<file path="config.mk">
export PLATFORM = sky130hd
export DESIGN_NAME = return_stack_and_work_regs
export DESIGN_NICKNAME = d
export VERILOG_FILES = /design/src/hdl/stack_regs_pkg.sv /design/src/hdl/return_stack_and_work_regs.sv
export VERILOG_INCLUDE_DIRS = /design/src /design/src/hdl
export SDC_FILE = /design/constraint.sdc
export NUM_CORES = 1
export LEC_CHECK = 0
export BUFFER_PORTS_ARGS = -buffer_cell sky130_fd_sc_hd__buf_4
export CORE_ASPECT_RATIO = 0.7
export CORE_MARGIN = 2
export CORE_UTILIZATION = 30
export CTS_CLUSTER_DIAMETER = 50
export DETAILED_ROUTE_END_ITERATION = 7
export PLACE_DENSITY = 0.47
export SLEW_MARGIN = 20
export SYNTH_ARGS = -nofsm -noshare
export SYNTH_HDL_FRONTEND = slang
export SYNTH_SLANG_ARGS = --single-unit
</file>
<file path="constraint.sdc">
create_clock -name clk_i -period 5.1 [get_ports clk_i]
set_input_delay 0.255 -clock clk_i [delete_from_list [all_inputs] [get_ports clk_i]]
set_output_delay 0.255 -clock clk_i [all_outputs]
set_load 0.02 [all_outputs]
</file>
<file path="src/hdl/stack_regs_cfg.svh">
// register offsets, field positions and reset values of the return stack and work registers
`ifndef STACK_REGS_CFG_SVH
`define STACK_REGS_CFG_SVH
`define ADDR_WORK_FIRST    8'h80
`define ADDR_WORK_LAST     8'h87
`define ADDR_LOOKUP_HIGH   8'h82
`define ADDR_STACK_PTR     8'hdf
`define ADDR_ENTRY_BASE    8'hf0
`define STACK_PTR_RESET    2'h3
`define GIE_BIT            7
`define GIE_RESET          1'h0
`define ENTRY_RESET        8'h00
`endif

</file>
<file path="src/hdl/stack_regs_pkg.sv">
// types shared by the return stack and work register block
package stack_regs_pkg;
    typedef logic [1:0]  stack_ptr_t;
    typedef logic [10:0] pc_addr_t;
    typedef logic [7:0]  byte_t;
    typedef enum logic [1:0]
    {
        ACC_IDLE  = 2'b00,
        ACC_DIR   = 2'b01,
        ACC_IND   = 2'b10,
        ACC_IMM   = 2'b11
    } access_mode_t;
endpackage

</file>
<file path="src/hdl/return_stack_and_work_regs.sv">
// four-level return stack, stack pointer with interrupt enable, lookup high byte and ram addressing
`timescale 1ns/1ps
`include "stack_regs_cfg.svh"

// Overview of operation
// RQ1: lookup high-byte register is an 8-bit read/write working register.
// RQ2: table read puts program word high byte in lookup register, low byte in accumulator.
// RQ3: immediate writes accepted only for ram addresses 0x80 to 0x87.
// RQ4: direct mode moves a byte between accumulator and addressed ram, bank0 form uses bank 0.
// RQ5: indirect mode uses a pointer pair: upper byte is bank, lower byte is location.
// RQ6: stack holds exactly four program counter return entries.
// RQ7: stack pointer is two low bits of its register and selects the entry.
// RQ8: push decrements the pointer, pop increments it.
// RQ9: entries come back last in, first out.
// RQ10: program counter is pushed on subroutine call and on interrupt entry.
// RQ11: pointer codes 11,10,01,00,11 for levels 0..4; fifth push gives 10, overflow.
// RQ12: pop loads program counter with latest entry, for both return kinds.
// RQ13: after a pop the pointer addresses the released entry as next free slot.
// RQ14: bit 7 is global interrupt enable, reset 0; pointer bits reset to 11.
// RQ15: pointer and entries are read/write system registers in bank 0, entries from 0xf0.
// RQ16: software should load the pointer register with 00000011 at program start.
// RQ17: entries keep 11-bit pc, bits 10..8 in high register, 7..0 in low; reset zero.
// RQ18: lookup high-byte register has no reset value.
// RQ19: pushes beyond four wrap the pointer and may overwrite; no flag raised (the code pulses stack_over_o on the fifth push).
module return_stack_and_work_regs
    import stack_regs_pkg::*;
(
    input  wire logic         clk_i,
    input  wire logic         rst_i,
    // system register port of the core
    input  wire logic         reg_wr_i,
    input  wire logic         reg_rd_i,
    input  wire logic [7:0]   reg_addr_i,
    input  wire logic [7:0]   reg_wdata_i,
    output logic      [7:0]   reg_rdata_o,
    output logic              reg_hit_o,
    // sequencer control
    input  wire logic         call_push_i,
    input  wire logic         irq_push_i,
    input  wire logic         sub_return_i,
    input  wire logic         return_from_interrupt_i,
    input  wire logic [10:0]  pc_i,
    output logic      [10:0]  return_pc_o,
    output logic              return_pc_valid_o,
    output logic              global_irq_enable_o,
    output logic              stack_over_o,
    // rom table read
    input  wire logic         rom_table_read_i,
    input  wire logic [15:0]  rom_word_i,
    output logic      [7:0]   acc_load_data_o,
    output logic              acc_load_o,
    // data ram access generation
    input  wire logic [1:0]   mode_i,
    input  wire logic         bank0_move_i,
    input  wire logic         to_ram_i,
    input  wire logic         ptr_sel_i,
    input  wire logic [7:0]   addr_field_i,
    input  wire logic [7:0]   bank_i,
    input  wire logic [7:0]   acc_i,
    input  wire logic [7:0]   imm_i,
    input  wire logic [7:0]   ptr0_hi_i,
    input  wire logic [7:0]   ptr0_lo_i,
    input  wire logic [7:0]   ptr1_hi_i,
    input  wire logic [7:0]   ptr1_lo_i,
    output logic      [7:0]   ram_bank_o,
    output logic      [7:0]   ram_addr_o,
    output logic      [7:0]   ram_wdata_o,
    output logic              ram_we_o,
    output logic              ram_re_o,
    output logic              imm_reject_o
);

    //********************************************************
    // functions
    //********************************************************
    // entry window hit and entry index from a register address
    function automatic logic entry_hit(input logic [7:0] a);
        entry_hit = (a >= `ADDR_ENTRY_BASE) && (a <= (`ADDR_ENTRY_BASE + 8'h07));
    endfunction
    function automatic logic [1:0] entry_idx(input logic [7:0] a);
        logic [7:0] off;
        off = a - `ADDR_ENTRY_BASE;
        entry_idx = off[2:1];
    endfunction

    // pointer code to entry number: 10->0, 01->1, 00->2, 11->3
    function automatic logic [1:0] ptr_to_entry(input stack_ptr_t p);
        ptr_to_entry = 2'h2 - p;
    endfunction

    //********************************************************
    // state
    //********************************************************
    stack_ptr_t  sp_reg;
    logic [2:0]  ent_hi_reg [4];
    byte_t       ent_lo_reg [4];
    byte_t       lookup_high_reg;
    logic [1:0]  depth_reg;
    logic        full_reg;

    logic        push;
    logic        pop;
    stack_ptr_t  sp_next;
    logic [1:0]  push_slot;
    logic [1:0]  pop_slot;
    logic        sw_sp_wr;
    logic        sw_lh_wr;

    // push takes the slot below the current code, pop reads the slot of the current code
    assign push      = call_push_i | irq_push_i;                         // [RQ10]
    assign pop       = (sub_return_i | return_from_interrupt_i) & ~push; // [RQ12]
    assign push_slot = ptr_to_entry(sp_reg - 2'h1);                      // [RQ7]
    assign pop_slot  = ptr_to_entry(sp_reg);                             // [RQ9]
    assign sw_sp_wr  = reg_wr_i && (reg_addr_i == `ADDR_STACK_PTR);
    assign sw_lh_wr  = reg_wr_i && (reg_addr_i == `ADDR_LOOKUP_HIGH);

    //********************************************************
    // stack pointer and interrupt enable
    //********************************************************
    // hardware push/pop has priority over a software write in the same cycle
    always_comb
    begin
        sp_next = sp_reg;
        if (push)
            sp_next = sp_reg - 2'h1;       // [RQ8] [RQ11] [RQ19]
        else if (pop)
            sp_next = sp_reg + 2'h1;       // [RQ8] [RQ13]
        else if (sw_sp_wr)
            sp_next = reg_wdata_i[1:0];    // [RQ15]
    end

    always_ff @(posedge clk_i or posedge rst_i)
    begin
        if (rst_i)
            sp_reg <= `STACK_PTR_RESET;    // [RQ14]
        else
            sp_reg <= sp_next;
    end

    always_ff @(posedge clk_i or posedge rst_i)
    begin
        if (rst_i)
            global_irq_enable_o <= `GIE_RESET;                  // [RQ14]
        else if (sw_sp_wr)
            global_irq_enable_o <= reg_wdata_i[`GIE_BIT];       // [RQ14] the output flop is the bit itself
    end

    // depth tracking for overflow indication only
    always_ff @(posedge clk_i or posedge rst_i)
    begin
        if (rst_i)
        begin
            depth_reg <= 2'h0;
            full_reg  <= 1'b0;
        end
        else if (push)
        begin
            depth_reg <= depth_reg + 2'h1;
            if (depth_reg == 2'h3)
                full_reg <= 1'b1;
        end
        else if (pop)
        begin
            depth_reg <= depth_reg - 2'h1;
            full_reg  <= 1'b0;
        end
        else if (sw_sp_wr)
        begin
            depth_reg <= 2'h3 - reg_wdata_i[1:0];
            full_reg  <= 1'b0;
        end
    end

    always_ff @(posedge clk_i or posedge rst_i)
    begin
        if (rst_i)
            stack_over_o <= 1'b0;
        else
            stack_over_o <= push && full_reg;   // [RQ11] pulse on the fifth push
    end

    //********************************************************
    // stack entries
    //********************************************************
    for (genvar i = 0; i < 4; i++)
    begin : g_entry
        always_ff @(posedge clk_i or posedge rst_i)
        begin
            if (rst_i)
            begin
                ent_hi_reg[i] <= 3'(`ENTRY_RESET);       // [RQ17]
                ent_lo_reg[i] <= `ENTRY_RESET;
            end
            else if (push && push_slot == 2'(i))
            begin
                ent_hi_reg[i] <= pc_i[10:8];             // [RQ6] [RQ17]
                ent_lo_reg[i] <= pc_i[7:0];
            end
            else if (reg_wr_i && entry_hit(reg_addr_i) && entry_idx(reg_addr_i) == 2'(i))
            begin
                if (reg_addr_i[0])
                    ent_lo_reg[i] <= reg_wdata_i;        // [RQ15]
                else
                    ent_hi_reg[i] <= reg_wdata_i[2:0];
            end
        end
    end

    // restored return address to the program counter
    always_ff @(posedge clk_i or posedge rst_i)
    begin
        if (rst_i)
        begin
            return_pc_o       <= 11'h000;
            return_pc_valid_o <= 1'b0;
        end
        else
        begin
            return_pc_valid_o <= pop;
            if (pop)
                return_pc_o <= {ent_hi_reg[pop_slot], ent_lo_reg[pop_slot]};  // [RQ9] [RQ12]
        end
    end

    //********************************************************
    // lookup high byte
    //********************************************************
    // no reset: the register holds whatever it last took
    always_ff @(posedge clk_i)
    begin
        if (rom_table_read_i)
            lookup_high_reg <= rom_word_i[15:8];   // [RQ2] [RQ18]
        else if (sw_lh_wr)
            lookup_high_reg <= reg_wdata_i;        // [RQ1]
    end

    always_ff @(posedge clk_i or posedge rst_i)
    begin
        if (rst_i)
        begin
            acc_load_o      <= 1'b0;
            acc_load_data_o <= 8'h00;
        end
        else
        begin
            acc_load_o <= rom_table_read_i;
            if (rom_table_read_i)
                acc_load_data_o <= rom_word_i[7:0];  // [RQ2]
        end
    end

    //********************************************************
    // register read port
    //********************************************************
    always_ff @(posedge clk_i or posedge rst_i)
    begin
        if (rst_i)
        begin
            reg_rdata_o <= 8'h00;
            reg_hit_o   <= 1'b0;
        end
        else
        begin
            reg_hit_o   <= 1'b0;
            reg_rdata_o <= 8'h00;
            if (reg_rd_i)
            begin
                if (reg_addr_i == `ADDR_STACK_PTR)
                begin
                    reg_hit_o   <= 1'b1;
                    reg_rdata_o <= {global_irq_enable_o, 5'h00, sp_reg};  // [RQ15]
                end
                else if (reg_addr_i == `ADDR_LOOKUP_HIGH)
                begin
                    reg_hit_o   <= 1'b1;
                    reg_rdata_o <= lookup_high_reg;                 // [RQ1]
                end
                else if (entry_hit(reg_addr_i))
                begin
                    reg_hit_o   <= 1'b1;
                    reg_rdata_o <= reg_addr_i[0] ? ent_lo_reg[entry_idx(reg_addr_i)]
                                                 : {5'h00, ent_hi_reg[entry_idx(reg_addr_i)]};
                end
            end
        end
    end

    //********************************************************
    // data ram addressing
    //********************************************************
    always_ff @(posedge clk_i or posedge rst_i)
    begin
        if (rst_i)
        begin
            ram_bank_o   <= 8'h00;
            ram_addr_o   <= 8'h00;
            ram_wdata_o  <= 8'h00;
            ram_we_o     <= 1'b0;
            ram_re_o     <= 1'b0;
            imm_reject_o <= 1'b0;
        end
        else
        begin
            ram_we_o     <= 1'b0;
            ram_re_o     <= 1'b0;
            imm_reject_o <= 1'b0;
            case (access_mode_t'(mode_i))
                ACC_IMM:
                begin
                    ram_bank_o  <= 8'h00;
                    ram_addr_o  <= addr_field_i;
                    ram_wdata_o <= imm_i;
                    if (addr_field_i >= `ADDR_WORK_FIRST && addr_field_i <= `ADDR_WORK_LAST)
                        ram_we_o <= 1'b1;                              // [RQ3]
                    else
                        imm_reject_o <= 1'b1;                          // [RQ3]
                end
                ACC_DIR:
                begin
                    ram_bank_o  <= bank0_move_i ? 8'h00 : bank_i;      // [RQ4]
                    ram_addr_o  <= addr_field_i;
                    ram_wdata_o <= acc_i;
                    ram_we_o    <= to_ram_i;                           // [RQ4]
                    ram_re_o    <= ~to_ram_i;
                end
                ACC_IND:
                begin
                    ram_bank_o  <= ptr_sel_i ? ptr1_hi_i : ptr0_hi_i;  // [RQ5]
                    ram_addr_o  <= ptr_sel_i ? ptr1_lo_i : ptr0_lo_i;  // [RQ5]
                    ram_wdata_o <= acc_i;
                    ram_we_o    <= to_ram_i;
                    ram_re_o    <= ~to_ram_i;
                end
                default:
                    ram_we_o <= 1'b0;
            endcase
        end
    end

endmodule

</file>
### Word level (Yosys, flattened, before mapping)

Cells that the tools add are included.

| cells by class | value |
|---|---|
| reduce and logical (&&, ||, !) cells | 40 |
| add/subtract/negate cells | 8 |
| bitwise logic cells | 7 |
| muxes and demuxes | 62 |
| magnitude comparators | 6 |
| eq/ne operators | 17 |

Operators by type and width:

| cell | number |
|---|---|
| 8-bit 2-to-1 mux | 23 |
| 3-bit 2-to-1 mux | 13 |
| 8-bit binary-select mux with 2-bit select | 2 |
| 8-bit one-hot mux with 2 select lines | 2 |
| 8-bit one-hot mux with 3 select lines | 1 |
| 2-bit nonzero test | 11 |
| 2-bit AND reduction | 9 |
| 8-bit equality test (second input constant) | 2 |
| 8-bit greater-or-equal comparator (second input constant) | 2 |
| 8-bit <= comparator (second input constant) | 2 |
| 2-bit equality test (second input constant) | 7 |
| 1-bit logical AND | 14 |
| 3-bit binary-select mux with 2-bit select | 2 |
| 1-bit 2-to-1 mux | 12 |
| 2-bit 2-to-1 mux | 6 |
| 2-bit by 1-bit inequality test with 1-bit output (second input constant) | 5 |
| 2-bit by 1-bit equality test with 1-bit output (second input constant) | 3 |
| 3-bit greater-or-equal comparator (second input constant) | 2 |
| 2-bit inverter with 3-bit output | 2 |
| 3-bit nonzero test | 2 |
| 2-bit subtractor (first input constant) | 3 |
| 2-bit by 1-bit adder with 2-bit output (second input constant) | 2 |
| 2-bit logical NOT | 2 |
| 2-bit OR reduction | 2 |
| 6 further kinds | 9 |

| word-level totals | value |
|---|---|
| register bits | 116 |
| logic and storage cells | 166 |
| input port bits | 121 |

### Logic depth before layout (Yosys ltp)

Gate-level depths: netlist of the first run.

| logic depth | value |
|---|---|
| word-level depth | 10 |
| mapped depth | 8 |

### Least setup slack after synthesis of the first run

OpenSTA, ideal clock, no wires.

| path | value |
|---|---|
| kind | register -> register |
| start | reg sp_reg[0] |
| end | reg return_pc_o[1] |
| data required time | 4,975 ps |
| clock period less this slack | 2,459 ps |
| arrival time | 2,335 ps |
| path buffers | 3 |
| library setup time | 125 ps |
| stages on the path, launching flop included | 8 |
| setup slack | 2,641 ps |
| path through | dfstp_2 -> buf_2 -> buf_2 -> inv_1 -> ha_1 -> clkbuf_1 -> mux4_2 -> mux2_2 |

| on the way | value |
|---|---|
| longest elaborated chain between the ends | 5 |

Ends and longest elaborated chain:

| item | RTL line | text |
|---|---|---|
| start: declaration | return_stack_and_work_regs.sv:94 | `stack_ptr_t sp_reg;` |
| start signal: assignment | return_stack_and_work_regs.sv:135 | `` sp_reg <= `STACK_PTR_RESET; `` |
| start signal: assignment | return_stack_and_work_regs.sv:137 | `sp_reg <= sp_next;` |
| 2-bit subtractor | return_stack_and_work_regs.sv:88 | `ptr_to_entry = 2'h2 - p;` |
| 2-bit inverter with 3-bit output (implied by the code) | return_stack_and_work_regs.sv:221 | `return_pc_o <= {ent_hi_reg[pop_slot], ent_lo_reg[pop_slot]};` |
| 8-bit binary-select mux with 2-bit select | return_stack_and_work_regs.sv:221 |  |
| 8-bit 2-to-1 mux (implied by the code) (2 in a row) | return_stack_and_work_regs.sv:221 |  |
| end signal: assignment | return_stack_and_work_regs.sv:221 |  |
| end: declaration | return_stack_and_work_regs.sv:43 | `output logic [10:0] return_pc_o,` |

No other way between the ends. The select of a mux whose other input is x is not followed.
A chain may end at the register's enable or synchronous reset.

### Worst setup path after layout of the first run

| path | value |
|---|---|
| start | reg sp_reg[0] |
| end | reg return_pc_o[10] |

| on the way | value |
|---|---|
| longest elaborated chain between the ends | 5 |

Ends and longest elaborated chain:

| item | RTL line |
|---|---|
| 2-bit subtractor | return_stack_and_work_regs.sv:88 |
| 2-bit inverter with 3-bit output (implied by the code) | return_stack_and_work_regs.sv:221 |
| 3-bit binary-select mux with 2-bit select | return_stack_and_work_regs.sv:221 |
| 3-bit 2-to-1 mux (implied by the code) (2 in a row) | return_stack_and_work_regs.sv:221 |

No other way between the ends. The select of a mux whose other input is x is not followed.

==> results.yml, run 1 <==
placed_design:
  dp_slack_ps: 2320
  io_buffers: 179
  place_inst: 952
  hpwl_mm: 13.43
  gp_congestion: 0.7785
worst_setup_path:
  path_cells: "inv_1 -> ha_1 -> mux4_2 -> mux2_2"
  end_kind: "flip-flop"
  critPathTopFamily: "flip-flops"
  crit_cells: 4
  reg2reg_depth: 4
  crit_type: "flip-flop to flip-flop"
  path_max_fanout: 17
  cp-start-kind: "flip-flop"
  cpPeakStageDelay_ps: 870
  slowest_stage: "dfstp_2"
  arrival_ps: 3010
  cp.required_ps: 5400
  crit_buf_inv: 1
yosys:
  synth.area.top_cells: "dfrtp_1 43%, mux2i_1 9.7%, mux4_2 7.6%"
  netlist_instances: 538
  syn_nets: 668
  syn-cell-area_um2: 6196
  yosysUniqueCellTypes: 47
  avgSynthCellArea_um2: 11.52
  synth_warnings: 0
  ys.flop_type: "dfrtp_1"
  synth_seq_cells: 116
  async_flop_share: 0.9310
  synth_top_area_frac: 0.4281
  synth-edff-count: 8
  yosysSeqAreaShare: 0.4754
  yosysTopAreaCell: "dfrtp_1"
power_and_ir_drop:
  leakagePower_nw: 3.575
  ir_drop_v: 0.0002336
  p_per_area_nw_per_um2: 447.8
die:
  ios: 180
  initial_utilization: 0.3096
  die_width_um: 175.8
  dieArea_um2: 21840
  die_h_um: 124.2
  rows: 43
  core_um2: 20010
clock_network:
  clk_path_buf_depth: 2
  insertion_delay_ps: 420
  cts_inserted_buffers: 17
  h-tree-depth: 4
  cts_tree: "done"
  path_clk_slew_ps: 60
  cts.sinks: 116
  cts_root_buf: "clkbuf_16"
finish:
  diodes: 0
  instances_no_fill: 985
  mostFrequentLayoutCells: "182 x buf_4, 106 x dfrtp_1, 60 x mux2i_1"
  finalNetCount: 832
  drive_above_1_share: 0.4266
  area_growth_syn_to_layout_pct: 33.46
  layout_commonest_cell: "buf_4"
  largest_reg_flops: 32
  final_util: 0.4132
flow_run:
  drv_cap: 0
sta:
  holdWs_ps: -3.098
  layout_setup_ws_ps: 2388
  hold_violations: 2
  rsz0062_at_grt: "no"
  skew_ps: 8.738
  tns_ps: 0
  setup_viol: 0
  post-route-period-util: 0.5318
  layout_min_cycle_time_ps: 2712
  worst_slew_pin_slew_ps: 1090
  max_freq_mhz: 368.7
  max_slew_margin: 0.2713
  report.final.slew_viol_count: 0
global_route:
  overflow: 0
  grt_pass1_wl_mm: 29.47
  grt_max_degree: 64
  track_usage: 0.1772
  grt_pass1_vias: 5051
  antenna_found_initial: 0
route:
  antenna_left: 0
  dr.pass1.iters: 4
  vias: 4828
  drc: 0
  via_per_inst: 4.902
  drtIter0Drc: 273
  wl_mm: 18.53
  wl_per_cell_um: 18.81
outcome:
  violations: "negative hold slack"
  status: "complete, but fails checks"
worst_hold_path:
  min_path_type: "input port to async pin"
==> final cells by class <==
type	count	area, um2
clock buffer	17	425.4
clock inverter	15	108.9
fill	1995	11750
inverter	8	32.53
multi-input combinational	376	3043
sequential	116	2945
tap	270	337.8
timing repair buffer	183	1376
==> timing repair <==
| action | CTS | global route |
|---|---|---|
| resized for setup | 0 | 0 |
| hold endpoints to repair | 1 | 0 |
| setup buffers | 0 | 0 |
| hold buffers | 1 | 0 |
==> per-layer routing <==
metal,part of all wire,wire [um],vias up,GRT usage
li1,-,-,2281,-
met1,0.49,9026,2418,0.2588
met2,0.45,8288,113,0.2582
met3,0.054,998,16,0.04128
met4,0.011,211,0,0.05737
met5,0,0,-,0
==> cell families after synthesis <==
family | synth area share
buf+inv | 0.03352
mux | 0.2429
fa+ha+maj | 0.01817
compound gates | 0.1149
flops | 0.4754
simple gates | 0.1151
==> worst register-to-register path, cell delays in order (launching register included) <==
cell and delay (ps):
dfstp_2 870, inv_1 130, ha_1 750, mux4_2 580, mux2_2 270
==> worst paths after layout <==
check	from	endpoint	slack, ps
setup / recovery	sp_reg[0]	return_pc_o[10]	2390
hold / removal	rst_i	ram_wdata_o[1]	-3
setup reg to reg	sp_reg[0]	return_pc_o[10]	2390
hold reg to reg	ram_wdata_o[2]	ram_wdata_o[2]	480
max in group asynchronous	rst_i	ent_lo_reg[25]	3960
min in group clk_i	rom_word_i[1]	acc_load_data_o[1]	60
==> cells in the mapped netlist, types with 2 or more instances <==
cell type	instances
dfrtp_1	106
mux2i_1	60
nor2_1	56
nand2_1	42
o21ai_0	38
mux2_2	36
a21oi_1	24
a21oi_2	24
clkbuf_1	24
mux4_2	21
a22oi_1	17
buf_2	10
ha_1	9
edfxtp_1	8
inv_1	8
nor3_1	7
nand2b_1	4
nor2b_1	4
nand3b_1	3
nor3_4	3
nor4_4	3
a31oi_1	2
buf_4	2
buf_6	2
dfstp_2	2
nand3_1	2
==> metrics by stage <==
step | cell area, um2 | hold WS (ps) | power, mW
after floorplan | 6196 | 286.4 | 2.205
after global placement | 7725 | 418.6 | 2.610
after detailed placement | 7725 | 419.3 | 2.648
after CTS | 8269 | 25.65 | 3.751
after global routing | 8269 | 48.83 | 3.934
final | 8269 | -3.098 | 3.703
==> where the power goes <==
part           total [mW]  switching (mW)  internal [mW]  leakage [nW]
registers            1.43           0.221           1.21          1.35
clock network        1.08           0.460          0.620         0.251
logic                1.20           0.580          0.616          1.98
Note: power is estimated with default switching activity, not from simulation.
==> run 2: changes to the inputs <==
==> constraint.sdc (replaced) <==
create_clock -name clk_i -period 2.7 [get_ports clk_i]
set_input_delay 0.135 -clock clk_i [delete_from_list [all_inputs] [get_ports clk_i]]
set_output_delay 0.135 -clock clk_i [all_outputs]
set_load 0.02 [all_outputs]
==> run 2 against run 1 <==
Sequential power rose by 86%. The flow now finishes without violations. Critical path type unchanged. Non-clock buffer count rose by 39. Global-route usage rose by 0.13 points. Flip-flop and latch count did not move. Total power rose by 97%. Via count rose by 4.1%. Worst setup slack got worse by 1900 ps. Die area did not move. Largest power group unchanged. Routed wire length rose by 2.5%.
==> results.yml, run 2 (synthesis gave the netlist of run 1 again) <==
clock_network:
  cts_tree: "done"
  insertion_delay_ps: 420
  path_clk_slew_ps: 60
  cts_inserted_buffers: 17
  clk_path_buf_depth: 2
  h-tree-depth: 4
  cts_root_buf: "clkbuf_16"
  cts.sinks: 116
  post_cts_buffers: 0
  cts_resized: 0
die:
  rows: 43
  die_h_um: 124.2
  die_width_um: 175.8
  dieArea_um2: 21840
  ios: 180
  initial_utilization: 0.3096
  core_um2: 20010
global_route:
  grt_pass1_wl_mm: 29.73
  grt_pass1_vias: 5310
  grt_max_degree: 63
  overflow: 0
  antenna_found_initial: 0
  track_usage: 0.1785
sta:
  skew_ps: 10.77
  rsz0062_at_grt: "no"
  report.final.slew_viol_count: 0
  tns_ps: 0
  hold_violations: 0
  layout_min_cycle_time_ps: 2218
  holdWs_ps: 19.45
  post-route-period-util: 0.8216
  max_slew_margin: 0.4941
  setup_viol: 0
  worst_slew_pin_slew_ps: 758.9
  max_freq_mhz: 450.8
worst_setup_path:
  cpPeakStageDelay_ps: 620
  slowest_stage: "ha_1"
  crit_type: "flip-flop to flip-flop"
  crit_buf_inv: 1
  critPathTopFamily: "multiplexers"
  path_cells: "inv_1 -> ha_1 -> mux4_2 -> mux2_2"
  arrival_ps: 2520
  end_kind: "flip-flop"
  cp.required_ps: 3000
  path_max_fanout: 10
  cp-start-kind: "flip-flop"
finish:
  nFillCells: 1975
  layout_commonest_cell: "buf_4"
  instances_no_fill: 1024
  finalNetCount: 871
  largest_reg_flops: 32
  final_util: 0.4350
  drive_above_1_share: 0.4151
  diodes: 0
  mostFrequentLayoutCells: "188 x buf_4, 106 x dfrtp_1, 60 x mux2i_1"
  area_growth_syn_to_layout_pct: 40.51
worst_hold_path:
  min_path_type: "input port to flip-flop"
route:
  via_per_inst: 4.906
  vias: 5024
  drc: 0
  wl_per_cell_um: 18.54
  antenna_left: 0
  drtIter0Drc: 334
  dr.pass1.iters: 5
  wl_mm: 18.99
placed_design:
  gp_congestion: 0.7556
  place_inst: 959
  hpwl_mm: 13.54
  io_buffers: 179
outcome:
  status: "completed"
power_and_ir_drop:
  p_per_area_nw_per_um2: 837.4
  finalPower_mw: 7.290
  ir_drop_v: 0.0004064
  leakagePower_nw: 3.761
flow_run:
  drv_cap: 0
-- run 2: per-stage QoR --
stage                     setup slack [ps]  area [um2]
after detailed placement             454.8        7791
after floorplan                      240.6        6200
after global placement               504.4        7791
final                                481.6        8706
after global routing                 377.2        8706
after CTS                            444.6        8706
-- run 2: power breakdown --
| group | total [mW] | switching (mW) | internal, mW | leakage (nW) |
|---|---|---|---|---|
| combinational | 2.40 | 1.17 | 1.23 | 2.15 |
| sequential | 2.66 | 0.379 | 2.28 | 1.35 |
| clock | 2.23 | 0.872 | 1.36 | 0.269 |
| total | 7.29 | 2.42 | 4.87 | 3.76 |
-- run 2: area by class of cell --
class / count / area [um2] / share of cell area
inverters: 8 / 33.78 / 0.003880
flip-flops and latches: 116 / 2945 / 0.3383
clock buffers: 17 / 425.4 / 0.04886
clock inverters: 15 / 158.9 / 0.01825
well taps: 270 / 337.8 / 0.03880
repair buffers: 222 / 1762 / 0.2024
multi-input cells: 376 / 3043 / 0.3495
-- run 2: timing repair --
action | in CTS | in global routing
hold buffers | 33 | 0
endpoints found under the setup margin | 0 | 0
endpoints found under the hold margin | 74 | 0
-- run 2: layer usage --
| metal | vias up | global-route usage | routed length, um |
|---|---|---|---|
| li1 | 2362 | - | - |
| met1 | 2465 | 0.2475 | 9035 |
| met2 | 178 | 0.2742 | 8609 |
| met3 | 19 | 0.04832 | 1152 |
| met4 | 0 | 0.05007 | 189 |
| met5 | - | 0 | 0 |
-- run 2: worst reg2reg max path, cell delays in order (launching register included) --
cell     delay (ps)
dfstp_2         560
inv_1            80
ha_1            620
mux4_2          570
mux2_2          270
-- run 2: path summary, 6_finish.rpt --
path / start / end / slack, ps / depth (start not counted)
max: sp_reg[1] / return_pc_o[10] / 480 / 4
min: rom_word_i[14] / lookup_high_reg[6] / 20 / 2
max reg2reg: sp_reg[1] / return_pc_o[10] / 480 / 4
min reg2reg: ram_bank_o[7] / ram_bank_o[7] / 490 / 2
max in group asynchronous: rst_i / sp_reg[1] / 1610 / 4
min in group asynchronous: rst_i / stack_over_o / 310 / 3
